--- src/hdl/mbt_defines.svh ---
// Constants for the branch, trap, OR and store execution slice.
`ifndef MBT_DEFINES_SVH
`define MBT_DEFINES_SVH

// ============================================================
// Field positions
`define MBT_PC_HI_MSB 9
`define MBT_PC_HI_LSB 8
`define MBT_PTR_HI_MSB 1
`define MBT_PTR_HI_LSB 0

// ============================================================
// Reset values and fixed addresses
`define MBT_TRAP_VECTOR 10'h001
`define MBT_PC_RESET 10'h000
`define MBT_DATA_RESET 8'h00
`define MBT_ZERO_DATA 8'h00
`define MBT_ALL_ONES 8'hff
`define MBT_PC_STEP 10'h001
`define MBT_DATA_STEP 8'h01

// ============================================================
// Timing counts in instruction cycles
`define MBT_BRANCH_CYCLES 2
`define MBT_TRAP_CYCLES 3
`define MBT_SKIP_CYCLES 2
`define MBT_SIMPLE_CYCLES 1

`endif

--- src/hdl/mbt_pkg.sv ---
// Types shared by the execution slice.
package mbt_pkg;

   // ============================================================
   // Operation select from the decoder
   typedef enum logic [2:0] {
      MBT_OP_NONE = 3'h0,
      MBT_OP_INDIRECT_BRANCH = 3'h1,
      MBT_OP_INCREMENT_SKIP_ZERO = 3'h2,
      MBT_OP_SOFT_TRAP = 3'h3,
      MBT_OP_OR_IMMEDIATE = 3'h4,
      MBT_OP_OR_WITH_REGISTER = 3'h5,
      MBT_OP_SPECIAL_PAGE_STORE = 3'h6
   } mbt_op_e;

   // ============================================================
   // Sequencer states, one-hot
   typedef enum logic [4:0] {
      MBT_ST_IDLE = 5'h01,
      MBT_ST_BRANCH2 = 5'h02,
      MBT_ST_TRAP2 = 5'h04,
      MBT_ST_TRAP3 = 5'h08,
      MBT_ST_SKIP2 = 5'h10
   } mbt_state_e;

endpackage : mbt_pkg

--- src/hdl/mbt_exec.sv ---
// Execution slice: indirect branch, increment-skip, trap, OR operations, special store.
//
// Function
// - Branch loads PC from pointer bits and working register.
// - Branch unconditional, no flags, two cycles.
// - Increment register, destination bit picks target.
// - Zero sum flushes next instruction, two cycles.
// - Trap pushes return address, vectors to 0x001.
// - OR literal into working register, zero flag.
// - OR register, destination bit picks target.
// - Store working register into special page register.
`include "mbt_defines.svh"
`timescale 1ns/10ps
`default_nettype none

module mbt_exec
   import mbt_pkg::*;
#(
   parameter int REG_ADDR_W = 6,
   parameter int SFR_ADDR_W = 4
) (
   // Clock and reset
   input wire logic i_mclk,
   input wire logic i_rst,
   // Issue from the decoder
   input wire logic i_start,
   input wire mbt_op_e i_op,
   input wire logic i_dest,
   input wire logic [REG_ADDR_W-1:0] i_reg_addr,
   input wire logic [SFR_ADDR_W-1:0] i_sfr_addr,
   input wire logic [7:0] i_literal,
   // Core state
   input wire logic [7:0] i_acc,
   input wire logic [7:0] i_reg_rdata,
   input wire logic [7:0] i_table_high_pointer,
   input wire logic [9:0] i_pc,
   // Sequencing
   output logic o_busy,
   output logic o_done,
   output logic o_flush,
   // Program counter and stack
   output logic o_pc_load,
   output logic [9:0] o_pc_value,
   output logic o_push,
   output logic [9:0] o_push_addr,
   // Working register and flag
   output logic o_acc_we,
   output logic [7:0] o_acc_wdata,
   output logic o_zero_we,
   output logic o_zero,
   // Register file
   output logic o_reg_we,
   output logic [REG_ADDR_W-1:0] o_reg_waddr,
   output logic [7:0] o_reg_wdata,
   // Special page
   output logic o_sfr_we,
   output logic [SFR_ADDR_W-1:0] o_sfr_addr,
   output logic [7:0] o_sfr_wdata
);

   // ============================================================
   // Elaboration checks
   if (REG_ADDR_W < 1 || REG_ADDR_W > 8 || SFR_ADDR_W < 1 || SFR_ADDR_W > 8) begin : g_bad_width
      $error("Address width parameter out of range.");
   end

   // ============================================================
   // State
   mbt_state_e state_reg, state_next;
   logic busy_reg, busy_next, done_reg, done_next, flush_reg, flush_next;
   logic pc_load_reg, pc_load_next, push_reg, push_next;
   logic [9:0] pc_value_reg, pc_value_next, push_addr_reg, push_addr_next;
   logic acc_we_reg, acc_we_next, zero_we_reg, zero_we_next, zero_reg, zero_next;
   logic [7:0] acc_wdata_reg, acc_wdata_next, reg_wdata_reg, reg_wdata_next;
   logic reg_we_reg, reg_we_next, sfr_we_reg, sfr_we_next, take;
   logic [REG_ADDR_W-1:0] reg_waddr_reg, reg_waddr_next;
   logic [SFR_ADDR_W-1:0] sfr_addr_reg, sfr_addr_next;
   logic [7:0] sfr_wdata_reg, sfr_wdata_next;
   logic [7:0] inc_sum, or_reg_res, or_imm_res;

   // A request is only taken while idle; a request held up during o_busy is ignored.
   assign take = i_start && (state_reg == MBT_ST_IDLE);
   assign inc_sum = i_reg_rdata + `MBT_DATA_STEP;
   assign or_reg_res = i_acc | i_reg_rdata;
   assign or_imm_res = i_acc | i_literal;

   // ============================================================
   // Next-state and output computation
   always_comb begin
      state_next = state_reg;
      done_next = 1'b0;
      flush_next = 1'b0;
      pc_load_next = 1'b0;
      pc_value_next = pc_value_reg;
      push_next = 1'b0;
      push_addr_next = push_addr_reg;
      acc_we_next = 1'b0;
      acc_wdata_next = acc_wdata_reg;
      zero_we_next = 1'b0;
      zero_next = zero_reg;
      reg_we_next = 1'b0;
      reg_waddr_next = reg_waddr_reg;
      reg_wdata_next = reg_wdata_reg;
      sfr_we_next = 1'b0;
      sfr_addr_next = sfr_addr_reg;
      sfr_wdata_next = sfr_wdata_reg;
      case (state_reg)
         MBT_ST_IDLE: begin
            if (take) begin
               case (i_op)
                  MBT_OP_INDIRECT_BRANCH: begin
                     pc_load_next = 1'b1;
                     pc_value_next = {i_table_high_pointer[`MBT_PTR_HI_MSB:`MBT_PTR_HI_LSB], i_acc};
                     state_next = MBT_ST_BRANCH2;
                  end
                  MBT_OP_INCREMENT_SKIP_ZERO: begin
                     acc_we_next = !i_dest;
                     acc_wdata_next = inc_sum;
                     reg_we_next = i_dest;
                     reg_waddr_next = i_reg_addr;
                     reg_wdata_next = inc_sum;
                     done_next = (inc_sum != `MBT_ZERO_DATA);
                     if (inc_sum == `MBT_ZERO_DATA) begin
                        flush_next = 1'b1;
                        state_next = MBT_ST_SKIP2;
                     end
                  end
                  MBT_OP_SOFT_TRAP: begin
                     push_next = 1'b1;
                     push_addr_next = i_pc + `MBT_PC_STEP;
                     state_next = MBT_ST_TRAP2;
                  end
                  MBT_OP_OR_IMMEDIATE: begin
                     acc_we_next = 1'b1;
                     acc_wdata_next = or_imm_res;
                     zero_we_next = 1'b1;
                     zero_next = (or_imm_res == `MBT_ZERO_DATA);
                     done_next = 1'b1;
                  end
                  MBT_OP_OR_WITH_REGISTER: begin
                     acc_we_next = !i_dest;
                     acc_wdata_next = or_reg_res;
                     reg_we_next = i_dest;
                     reg_waddr_next = i_reg_addr;
                     reg_wdata_next = or_reg_res;
                     zero_we_next = 1'b1;
                     zero_next = (or_reg_res == `MBT_ZERO_DATA);
                     done_next = 1'b1;
                  end
                  MBT_OP_SPECIAL_PAGE_STORE: begin
                     sfr_we_next = 1'b1;
                     sfr_addr_next = i_sfr_addr;
                     sfr_wdata_next = i_acc;
                     done_next = 1'b1;
                  end
                  default: done_next = 1'b0;
               endcase
            end
         end
         MBT_ST_BRANCH2: begin
            done_next = 1'b1;
            state_next = MBT_ST_IDLE;
         end
         MBT_ST_TRAP2: begin
            // The vector load follows the push so the stack sees the old return address first.
            pc_load_next = 1'b1;
            pc_value_next = `MBT_TRAP_VECTOR;
            state_next = MBT_ST_TRAP3;
         end
         MBT_ST_TRAP3: begin
            done_next = 1'b1;
            state_next = MBT_ST_IDLE;
         end
         MBT_ST_SKIP2: begin
            done_next = 1'b1;
            state_next = MBT_ST_IDLE;
         end
         default: state_next = MBT_ST_IDLE;
      endcase
      busy_next = (state_next != MBT_ST_IDLE);
   end

   // ============================================================
   // Registers
   always_ff @(posedge i_mclk) begin
      if (i_rst) begin
         state_reg <= MBT_ST_IDLE;
         busy_reg <= 1'b0;
         done_reg <= 1'b0;
         flush_reg <= 1'b0;
         pc_load_reg <= 1'b0;
         pc_value_reg <= `MBT_PC_RESET;
         push_reg <= 1'b0;
         push_addr_reg <= `MBT_PC_RESET;
         acc_we_reg <= 1'b0;
         acc_wdata_reg <= `MBT_DATA_RESET;
         zero_we_reg <= 1'b0;
         zero_reg <= 1'b0;
         reg_we_reg <= 1'b0;
         reg_waddr_reg <= '0;
         reg_wdata_reg <= `MBT_DATA_RESET;
         sfr_we_reg <= 1'b0;
         sfr_addr_reg <= '0;
         sfr_wdata_reg <= `MBT_DATA_RESET;
      end else begin
         state_reg <= state_next;
         busy_reg <= busy_next;
         done_reg <= done_next;
         flush_reg <= flush_next;
         pc_load_reg <= pc_load_next;
         pc_value_reg <= pc_value_next;
         push_reg <= push_next;
         push_addr_reg <= push_addr_next;
         acc_we_reg <= acc_we_next;
         acc_wdata_reg <= acc_wdata_next;
         zero_we_reg <= zero_we_next;
         zero_reg <= zero_next;
         reg_we_reg <= reg_we_next;
         reg_waddr_reg <= reg_waddr_next;
         reg_wdata_reg <= reg_wdata_next;
         sfr_we_reg <= sfr_we_next;
         sfr_addr_reg <= sfr_addr_next;
         sfr_wdata_reg <= sfr_wdata_next;
      end
   end

   assign o_busy = busy_reg;
   assign o_done = done_reg;
   assign o_flush = flush_reg;
   assign o_pc_load = pc_load_reg;
   assign o_pc_value = pc_value_reg;
   assign o_push = push_reg;
   assign o_push_addr = push_addr_reg;
   assign o_acc_we = acc_we_reg;
   assign o_acc_wdata = acc_wdata_reg;
   assign o_zero_we = zero_we_reg;
   assign o_zero = zero_reg;
   assign o_reg_we = reg_we_reg;
   assign o_reg_waddr = reg_waddr_reg;
   assign o_reg_wdata = reg_wdata_reg;
   assign o_sfr_we = sfr_we_reg;
   assign o_sfr_addr = sfr_addr_reg;
   assign o_sfr_wdata = sfr_wdata_reg;
endmodule : mbt_exec

`default_nettype wire

--- config.mk ---
export PLATFORM = sky130hd
export DESIGN_NAME = mbt_exec
export DESIGN_NICKNAME = d
export VERILOG_FILES = /design/src/hdl/mbt_pkg.sv /design/src/hdl/mbt_exec.sv
export VERILOG_INCLUDE_DIRS = /design/src /design/src/hdl
export SDC_FILE = /design/constraint.sdc
export NUM_CORES = 1
export LEC_CHECK = 0
export BUFFER_PORTS_ARGS = -buffer_cell sky130_fd_sc_hd__clkbuf_2
export CORE_ASPECT_RATIO = 1.2
export CORE_UTILIZATION = 49
export DETAILED_ROUTE_END_ITERATION = 12
export HOLD_SLACK_MARGIN = 0.12
export PLACE_DENSITY = 0.8
export REMOVE_ABC_BUFFERS = 1
export SLEW_MARGIN = 20
export SYNTH_ARGS = -nofsm -noshare
export SYNTH_HDL_FRONTEND = slang
export SYNTH_SLANG_ARGS = --single-unit
--- constraint.sdc ---
create_clock -name i_mclk -period 2.1 [get_ports i_mclk]
set_clock_uncertainty 0.15 [all_clocks]
set_input_delay 0.21 -clock i_mclk [delete_from_list [all_inputs] [get_ports i_mclk]]
set_output_delay 0.21 -clock i_mclk [all_outputs]
set_load 0.05 [all_outputs]
==> results of run 1 <==
-- power by group through the flow --
stage	Combinational, uW	Clock [uW]	Sequential, uW
after CTS	559	1210	1370
after global routing	609	1280	1370
after floorplan	161	0	1530
after detailed placement	510	0	1400
after global placement	502	0	1400
final	573	1210	1370
-- kinds of logic after synthesis --
group / Yosys count
AOI/OAI and AO/OA: 78
buffers and inverters: 33
and+or+nand+nor: 149
adders and majority gates: 2
xor gates and xnor gates: 13
muxes: 21
DFF: 69
-- layout make-up --
class / count / area (sq um)
fill: 507 / 1870
clock buffer: 10 / 128
timing repair buffer: 172 / 1100
multi-input combinational: 263 / 1730
inverter: 2 / 7.51
tap: 85 / 106
sequential: 69 / 1380
clock inverter: 6 / 95.1
-- worst max-delay path by stage --
| stage | start | cells past startpoint | slack [ns] | to |
|---|---|---|---|---|
| after floorplan | state_reg[4] | 4 | -1.01 | o_push_addr[1] |
| after global placement | state_reg[4] | 5 | 0.10 | o_acc_wdata[1] |
| after detailed placement | state_reg[4] | 5 | 0.05 | o_acc_wdata[7] |
| after CTS | state_reg[4] | 5 | 0.02 | o_acc_wdata[7] |
| after global routing | state_reg[4] | 6 | 0.02 | o_push_addr[8] |
| final | state_reg[4] | 5 | 0.08 | o_acc_wdata[6] |
-- critical path, cell delays in order, from the launching register on --
cell and delay, ns:
dfxtp_1 0.33, or3_4 0.41, buf_6 0.16, a211o_4 0.38, buf_4 0.18, o41ai_2 0.31
-- layout by cell type (no fill, tap or decap), types with 3 or more instances in the layout --
| cell type | Yosys | layout |
|---|---|---|
| a2111oi_0 | 4 | 4 |
| dlygate4sd3_1 | 0 | 32 |
| and3_1 | 5 | 5 |
| xor2_1 | 4 | 4 |
| nor2_1 | 39 | 39 |
| nor4_1 | 5 | 4 |
| clkbuf_2 | 0 | 116 |
| clkbuf_8 | 0 | 9 |
| a221o_1 | 4 | 4 |
| nand2b_1 | 3 | 3 |
| buf_4 | 2 | 19 |
| o211ai_1 | 6 | 6 |
| o21ai_0 | 4 | 4 |
| nand4_1 | 3 | 3 |
| a211oi_1 | 10 | 10 |
| nor3_1 | 16 | 15 |
| nor2b_1 | 5 | 5 |
| xnor2_1 | 9 | 9 |
| a21oi_1 | 20 | 20 |
| o31ai_1 | 3 | 3 |
| dfxtp_1 | 69 | 69 |
| and2_1 | 5 | 4 |
| nand2_1 | 33 | 33 |
| mux2i_1 | 18 | 18 |
| nand3_1 | 15 | 15 |
| a22o_1 | 9 | 9 |
| or3_1 | 4 | 3 |
| nand3b_1 | 3 | 3 |
| mux2_2 | 3 | 3 |
-- Yosys cell counts, drive strengths merged, types with 5 or more instances --
library cell / instances / area, sq um
dfxtp: 69 / 1380
a211oi: 11 / 87.6
o211ai: 6 / 45.0
nand2: 33 / 124
and2: 6 / 37.5
a22o: 9 / 78.8
clkbuf: 20 / 75.1
nand3: 15 / 75.1
nor2b: 5 / 31.3
mux2i: 18 / 180
a21oi: 20 / 100
and3: 5 / 31.3
nor4: 6 / 43.8
nor2: 39 / 146
nor3: 17 / 90.1
xnor2: 9 / 78.8
buf: 11 / 77.6
-- stage by stage --
stage	setup TNS [ns]	cell area [sq um]	util
final	0	4540	0.709
after global routing	0	4540	0.709
after CTS	0	4500	0.703
after detailed placement	0	3960	0.618
after global placement	0	3960	0.618
after floorplan	-12.47	3090	-
-- what timing repair did --
action,CTS,global route
endpoints found under the setup margin,0,24
hold buffers,32,0
gates resized for setup,0,6
hold endpoints to repair,42,0
-- routing by layer --
layer,GRT usage,up-vias
li1,-,1626
met1,0.333,1582
met2,0.496,158
met3,0.0492,26
met4,0.136,0
met5,0,-
==> summary.txt, run 1 <==
status: finished, final reports clean
worst ir drop on vdd: 0.000486 V
Leakage Power: 0.00192 uW
terminus of the critical flop-to-flop path: o_acc_wdata[6]
routability cong.: 0.884
Worst Path Required: 2.19 ns
Slew headroom: 0.610
Power Density: 693 nW/um^2
CP startpoint kind: flip-flop
dpl ws: 0.0472 ns
xor and xnor area share after synthesis: 0.0351
Final Cycle Share: 0.963
width of the die: 76.3 um
hold depth: 3
Worst-Skew Late Latency: 0.34 ns
Total Wirelength: 9870 um
CP Capture Type: flip-flop
Synth Area in Simple Gates: 0.231
DR pass1 iterations: 5
worst slew pin tran: 0.582 ns
Psw: 913 uW
Mean Syn Cell Area: 8.88 sq um
met3 wire length: 546 um
Initial Util: 0.506
WL/cell: 16.3 um
Non-Filler Instances: 607
post-synthesis sequential area ratio: 0.426
internal power: 2240 uW
WS Path Type: flip-flop to flip-flop
H-tree levels: 3
top sig layer: met4
die area: 6950 sq um
IO Pins: 123
synthesized instance count: 365
fin worst setup slack: 0.0787 ns
DP HPWL: 6400 um
CTS Buffer Depth: 2
number of flops mapped to enable cells by yosys: 0
first-pass GRT wire length: 15700 um
fin. max-slew vios: 0
worst reg2reg path startpoint: state_reg[4]
Antenna Cells: 0
Clock Sinks: 69
mux share of post-synthesis cell area: 0.0660
post-synthesis adder-cell area fraction: 0.00772
Clock Power Share: 0.383
DRT antenna net count: 0
Max Freq: 0.495 GHz
number of port buffers: 116
CP Max Fanout: 12
Syn Std Cell Area: 3240 sq um
Distinct cells, synth: 57
WHS Endpoint: o_acc_wdata[0]
Final min period: 2.02 ns
height of the die: 91.1 um
FFs w/ async S/R, synth: 0
Hold Crit Class: input port to flip-flop
Inst Count DP: 557
Pwr Total: 3150 uW
worst hold slack: 0.147 ns
Seq pwr share: 0.435
P&R area growth vs syn: 40.1%
endpoints failing hold: 0
DR vias/cell: 5.59
DR WL met2: 4940 um
vias in the first global route: 3307
final net count: 578
Starting DRT DRC Count: 197
layout cells sized above 1: 0.328
dominant synthesized flop cell: dfxtp_1
cells on worst reg2reg path: 5
main combinational cell family by area after synthesis: simple AND/OR/NAND/NOR gates
Hold Crit Start: i_reg_rdata[0]
CP Data Arrival Time: 2.11 ns
RSZ-0062 raised after global routing: false
global router's overall resource usage: 0.284
yosys warns: 0
Final setup viols: 0
Synth Area in Compound Gates: 0.184
DR vias: 3392
CTS tree: built
FP Rows: 32
Core Footprint: 6410 sq um
WL met1: 4090 um
setup bufs post-CTS: 0
Num CTS Buffers: 9
CTS root buffer: clkbuf_8
Sw Ratio: 0.290
Clk pin slew, worst setup/hold paths: 0.08 ns
DRC: 0
register-to-register setup slack: 0.08 ns
Gate power share: 0.182
largest net degree at the start of global routing: 49
Max Cap Viol: 0
initial antenna violation count: 0
GRT overflow: 0
post-synthesis register bit count: 69
(Power assumes the default switching activity.)
==> run 2: changes to the inputs <==
--- a/config.mk
+++ b/config.mk
@@ -8,10 +8,10 @@
 export LEC_CHECK = 0
 export BUFFER_PORTS_ARGS = -buffer_cell sky130_fd_sc_hd__clkbuf_2
 export CORE_ASPECT_RATIO = 1.2
-export CORE_UTILIZATION = 49
+export CORE_UTILIZATION = 42
 export DETAILED_ROUTE_END_ITERATION = 12
 export HOLD_SLACK_MARGIN = 0.12
-export PLACE_DENSITY = 0.8
+export PLACE_DENSITY = 0.7
 export REMOVE_ABC_BUFFERS = 1
 export SLEW_MARGIN = 20
 export SYNTH_ARGS = -nofsm -noshare
==> constraint.sdc (replaced) <==
create_clock -name i_mclk -period 2.19 [get_ports i_mclk]
set_clock_uncertainty 0.15 [all_clocks]
set_input_delay 0.219 -clock i_mclk [delete_from_list [all_inputs] [get_ports i_mclk]]
set_output_delay 0.219 -clock i_mclk [all_outputs]
set_load 0.05 [all_outputs]
==> run 2 against run 1 <==
Compared with the run above:
- cell area is 2.0% lower
- global-route usage decreased by 2.8 points
- clock power is 14% lower
- cell count decreased by 0.16%
- critical path type unchanged
- critical endpoint is now o_busy
==> summary.txt, run 2 (same netlist as run 1, synthesis figures left out) <==
Inst Count DP: 559
Final Cycle Share: 0.909
Layout fillers: 668
Power Density: 647 nW/um^2
initial antenna violation count: 0
WS Path Type: flip-flop to flip-flop
largest net degree at the start of global routing: 40
Starting DRT DRC Count: 190
fin. max-slew vios: 0
width of the die: 82.2 um
DR vias: 3313
commonest non-fill, non-tap cell in the layout: clkbuf_2
slowest stage delay, CP: 0.48 ns
final net count: 572
Hold Crit Class: input port to flip-flop
routability cong.: 0.868
DR vias/cell: 5.47
die area: 8080 sq um
Crit path max-delay family: simple AND/OR/NAND/NOR gates
WL/cell: 15.7 um
height of the die: 98.2 um
Slew headroom: 0.611
CTS tree: built
IO Pins: 123
Clock Sinks: 69
P&R area growth vs syn: 37.3%
Leakage Power: 0.00188 uW
Non-Filler Instances: 606
Placed Area: 3930 sq um
Total Wirelength: 9510 um
setup_tns: 0 ns
worst slew pin tran: 0.580 ns
Num CTS Buffers: 9
worst ir drop on vdd: 0.000387 V
H-tree levels: 3
number of port buffers: 116
GRT overflow: 0
Antenna Cells: 0
Worst Path Required: 2.33 ns
Max Freq: 0.502 GHz
CP Max Fanout: 8
Core Footprint: 7360 sq um
CTS Buffer Depth: 2
CP Data Arrival Time: 2.13 ns
vias in the first global route: 3288
Final min period: 1.99 ns
most frequent cells in the layout: clkbuf_2, dfxtp_1, nor2_1
DRT antenna net count: 0
crit path buf inv count: 1
Clk pin slew, worst setup/hold paths: 0.07 ns
FP Rows: 34
global router's overall resource usage: 0.256
Worst-Skew Late Latency: 0.34 ns
Max Cap Viol: 0
DRC: 0
critical-path cell list: or3_4 -> buf_4 -> or3b_2 -> a21oi_1 -> o31a_1
Pwr Total: 2880 uW
DP HPWL: 6680 um
CP startpoint kind: flip-flop
RSZ-0062 raised after global routing: false
area occupied by multi-input gates: 1720 sq um
Initial Util: 0.440
CP Capture Type: flip-flop
CTS root buffer: clkbuf_8
final instance area: 4450 sq um
endpoints failing hold: 0
layout cells sized above 1: 0.322
Critical-path top delay cell: or3b_2
first-pass GRT wire length: 15700 um
DR pass1 iterations: 4
Final setup viols: 0
status: finished, final reports clean
Register Area: 1380 sq um
## run 2: path summary, 6_finish.rpt
path | from | endpoint | slack, ns | depth (start not counted)
worst max-delay path | state_reg[4] | o_busy | 0.20 | 5
worst min-delay path | i_pc[3] | o_push_addr[3] | 0.14 | 3
worst max register to register | state_reg[4] | o_busy | 0.20 | 5
worst min register to register | o_reg_wdata[3] | o_reg_wdata[3] | 0.30 | 2
## run 2: power breakdown
group / internal (uW) / leakage (uW) / switching, uW
registers: 1290 / 0.000560 / 19.6
clock network: 554 / 0.000106 / 482
logic: 190 / 0.00122 / 344
total: 2040 / 0.00188 / 845
## run 2: worst register-to-register path, delay by kind of cell (launching register included)
kind                   cells  cell delay [ns]
DFF                        1             0.32
and+or+nand+nor            2             0.92
AOI/OAI and AO/OA          2             0.37
buffers and inverters      1             0.17
## run 2: stage by stage
step            util  setup WS (ns)  hold WS, ns
2_1_floorplan      -         -0.916        0.138
3_3_place_gp   0.534          0.130        0.289
3_5_place_dp   0.534         0.0969        0.291
4_1_cts        0.604         0.0395        0.121
5_1_grt        0.605         0.0765        0.153
6_report       0.605          0.200        0.136
## run 2: final cells by class
type / count / share of cell area
clock buffers: 10 / 0.0309
clock inverters: 6 / 0.0141
inverters: 2 / 0.00169
multi-input cells: 263 / 0.386
flip-flops and latches: 69 / 0.310
well taps: 90 / 0.0253
repair buffers: 166 / 0.232
## run 2: repair_timing
action                                  in CTS  in global routing
hold buffers                                31                  0
endpoints found under the hold margin       40                  0
buffers inserted                             0                  0
endpoints found under the setup margin       0                 11
gates resized for setup                      0                  2
## run 2: layer usage
metal / GRT usage / up-vias / share of wire
li1: - / 1621 / -
met1: 0.303 / 1540 / 0.42
met2: 0.426 / 125 / 0.49
met3: 0.0607 / 27 / 0.058
met4: 0.116 / 0 / 0.031
met5: 0 / - / 0
==> run 3: changes to the inputs <==
--- a/config.mk
+++ b/config.mk
@@ -7,11 +7,10 @@
 export NUM_CORES = 1
 export LEC_CHECK = 0
 export BUFFER_PORTS_ARGS = -buffer_cell sky130_fd_sc_hd__clkbuf_2
-export CORE_ASPECT_RATIO = 1.2
 export CORE_UTILIZATION = 42
 export DETAILED_ROUTE_END_ITERATION = 12
 export HOLD_SLACK_MARGIN = 0.12
-export PLACE_DENSITY = 0.7
+export PLACE_DENSITY = 0.73
 export REMOVE_ABC_BUFFERS = 1
 export SLEW_MARGIN = 20
 export SYNTH_ARGS = -nofsm -noshare
==> run 3 against run 2 <==
Compared with the run above:
- hold slack barely moved
- cell area rose by 0.14%
- setup slack got worse by 0.066 ns
- critical path type unchanged
==> summary.txt, run 3 (same netlist as run 1, synthesis figures left out) <==
WL/cell: 15.4 um
fin. max-slew vios: 0
DR pass1 iterations: 5
Num CTS Buffers: 9
largest net degree at the start of global routing: 40
CTS Buffer Depth: 2
die area: 8070 sq um
final net count: 571
width of the die: 89.9 um
DR vias/cell: 5.41
DRC: 0
FP Rows: 31
status: finished, final reports clean
Total Wirelength: 9440 um
worst slew pin tran: 0.966 ns
WS Path Type: flip-flop to flip-flop
number of port buffers: 116
Final setup viols: 0
first-pass GRT wire length: 15600 um
Initial Util: 0.440
routability cong.: 0.899
Core Footprint: 7370 sq um
Slew headroom: 0.351
height of the die: 89.9 um
CP Data Arrival Time: 2.18 ns
DRT antenna net count: 0
H-tree levels: 3
fin util: 0.605
Hold Crit Class: input port to flip-flop
post-CTS resize count: 0
GRT overflow: 0
worst ir drop on vdd: 0.000393 V
Power Density: 636 nW/um^2
RSZ-0062 raised after global routing: false
DP HPWL: 6560 um
CTS tree: built
global router's overall resource usage: 0.241
Pwr Total: 2840 uW
Starting DRT DRC Count: 170
Clock Sinks: 69
setup bufs post-CTS: 0
initial antenna violation count: 0
CP startpoint kind: flip-flop
IO Pins: 123
vias in the first global route: 3251
CP Capture Type: flip-flop
Worst Path Required: 2.32 ns
Final min period: 2.06 ns
Clk pin slew, worst setup/hold paths: 0.08 ns
Worst-Skew Late Latency: 0.35 ns
P&R area growth vs syn: 37.5%
DR vias: 3321
Max Cap Viol: 0
Antenna Cells: 0
Leakage Power: 0.00187 uW
CTS root buffer: clkbuf_8
endpoints failing hold: 0
CP Max Fanout: 16
most frequent cells in the layout: clkbuf_2, dfxtp_1, nor2_1
Final Cycle Share: 0.939
layout cells sized above 1: 0.317
Max Freq: 0.486 GHz
commonest non-fill, non-tap cell in the layout: clkbuf_2
run 3: path summary, 6_finish.rpt:
| kind | from | to | slack [ns] | cells past startpoint |
|---|---|---|---|---|
| hold / removal | i_pc[3] | o_push_addr[3] | 0.14 | 3 |
| setup / recovery | state_reg[4] | o_acc_wdata[1] | 0.13 | 5 |
| hold reg to reg | o_acc_wdata[0] | o_acc_wdata[0] | 0.30 | 2 |
| setup reg to reg | state_reg[4] | o_acc_wdata[1] | 0.13 | 5 |
run 3: what timing repair did:
action | CTS | global route
hold buffers | 31 | 0
endpoints found under the hold margin | 40 | 0
endpoints found under the setup margin | 0 | 0
run 3: stage by stage:
stage               setup TNS [ns]  cells  hold slack [ns]  setup WS (ns)  area [sq um]
global route                     0    614            0.144        0.00931          4460
floorplan                   -10.31    334            0.138         -0.916          3090
finish                           0    614            0.136          0.134          4460
CTS                              0    614            0.123          0.124          4460
global placement                 0    567            0.289          0.159          3960
detailed placement               0    567            0.293          0.147          3960
run 3: layout make-up:
| cell class | instances | area, sq um |
|---|---|---|
| fill | 674 | 2910 |
| multi-input combinational | 263 | 1710 |
| sequential | 69 | 1380 |
| timing repair buffer | 165 | 1050 |
| clock buffer | 10 | 138 |
| tap | 99 | 124 |
| clock inverter | 6 | 50.0 |
| inverter | 2 | 7.51 |
run 3: critical path, stage by stage, from the launching register on:
cell,delay (ns)
dfxtp_1,0.32
or3_1,0.44
buf_12,0.17
a211o_4,0.40
or3_1,0.39
a21oi_1,0.12
run 3: power by group:
part | leakage [uW] | switching [uW] | internal (uW) | total (uW)
clock | 0.0000903 | 534 | 458 | 991
sequential | 0.000560 | 20.1 | 1290 | 1310
combinational | 0.00122 | 342 | 191 | 533
total | 0.00187 | 896 | 1940 | 2840
run 3: routing by layer:
| metal | track usage | up-vias | part of all wire |
|---|---|---|---|
| met2 | 0.401 | 130 | 0.49 |
| met1 | 0.297 | 1565 | 0.43 |
| met5 | 0 | - | 0 |
| met3 | 0.0770 | 12 | 0.073 |
| met4 | 0.0712 | 0 | 0.012 |
| li1 | - | 1614 | - |
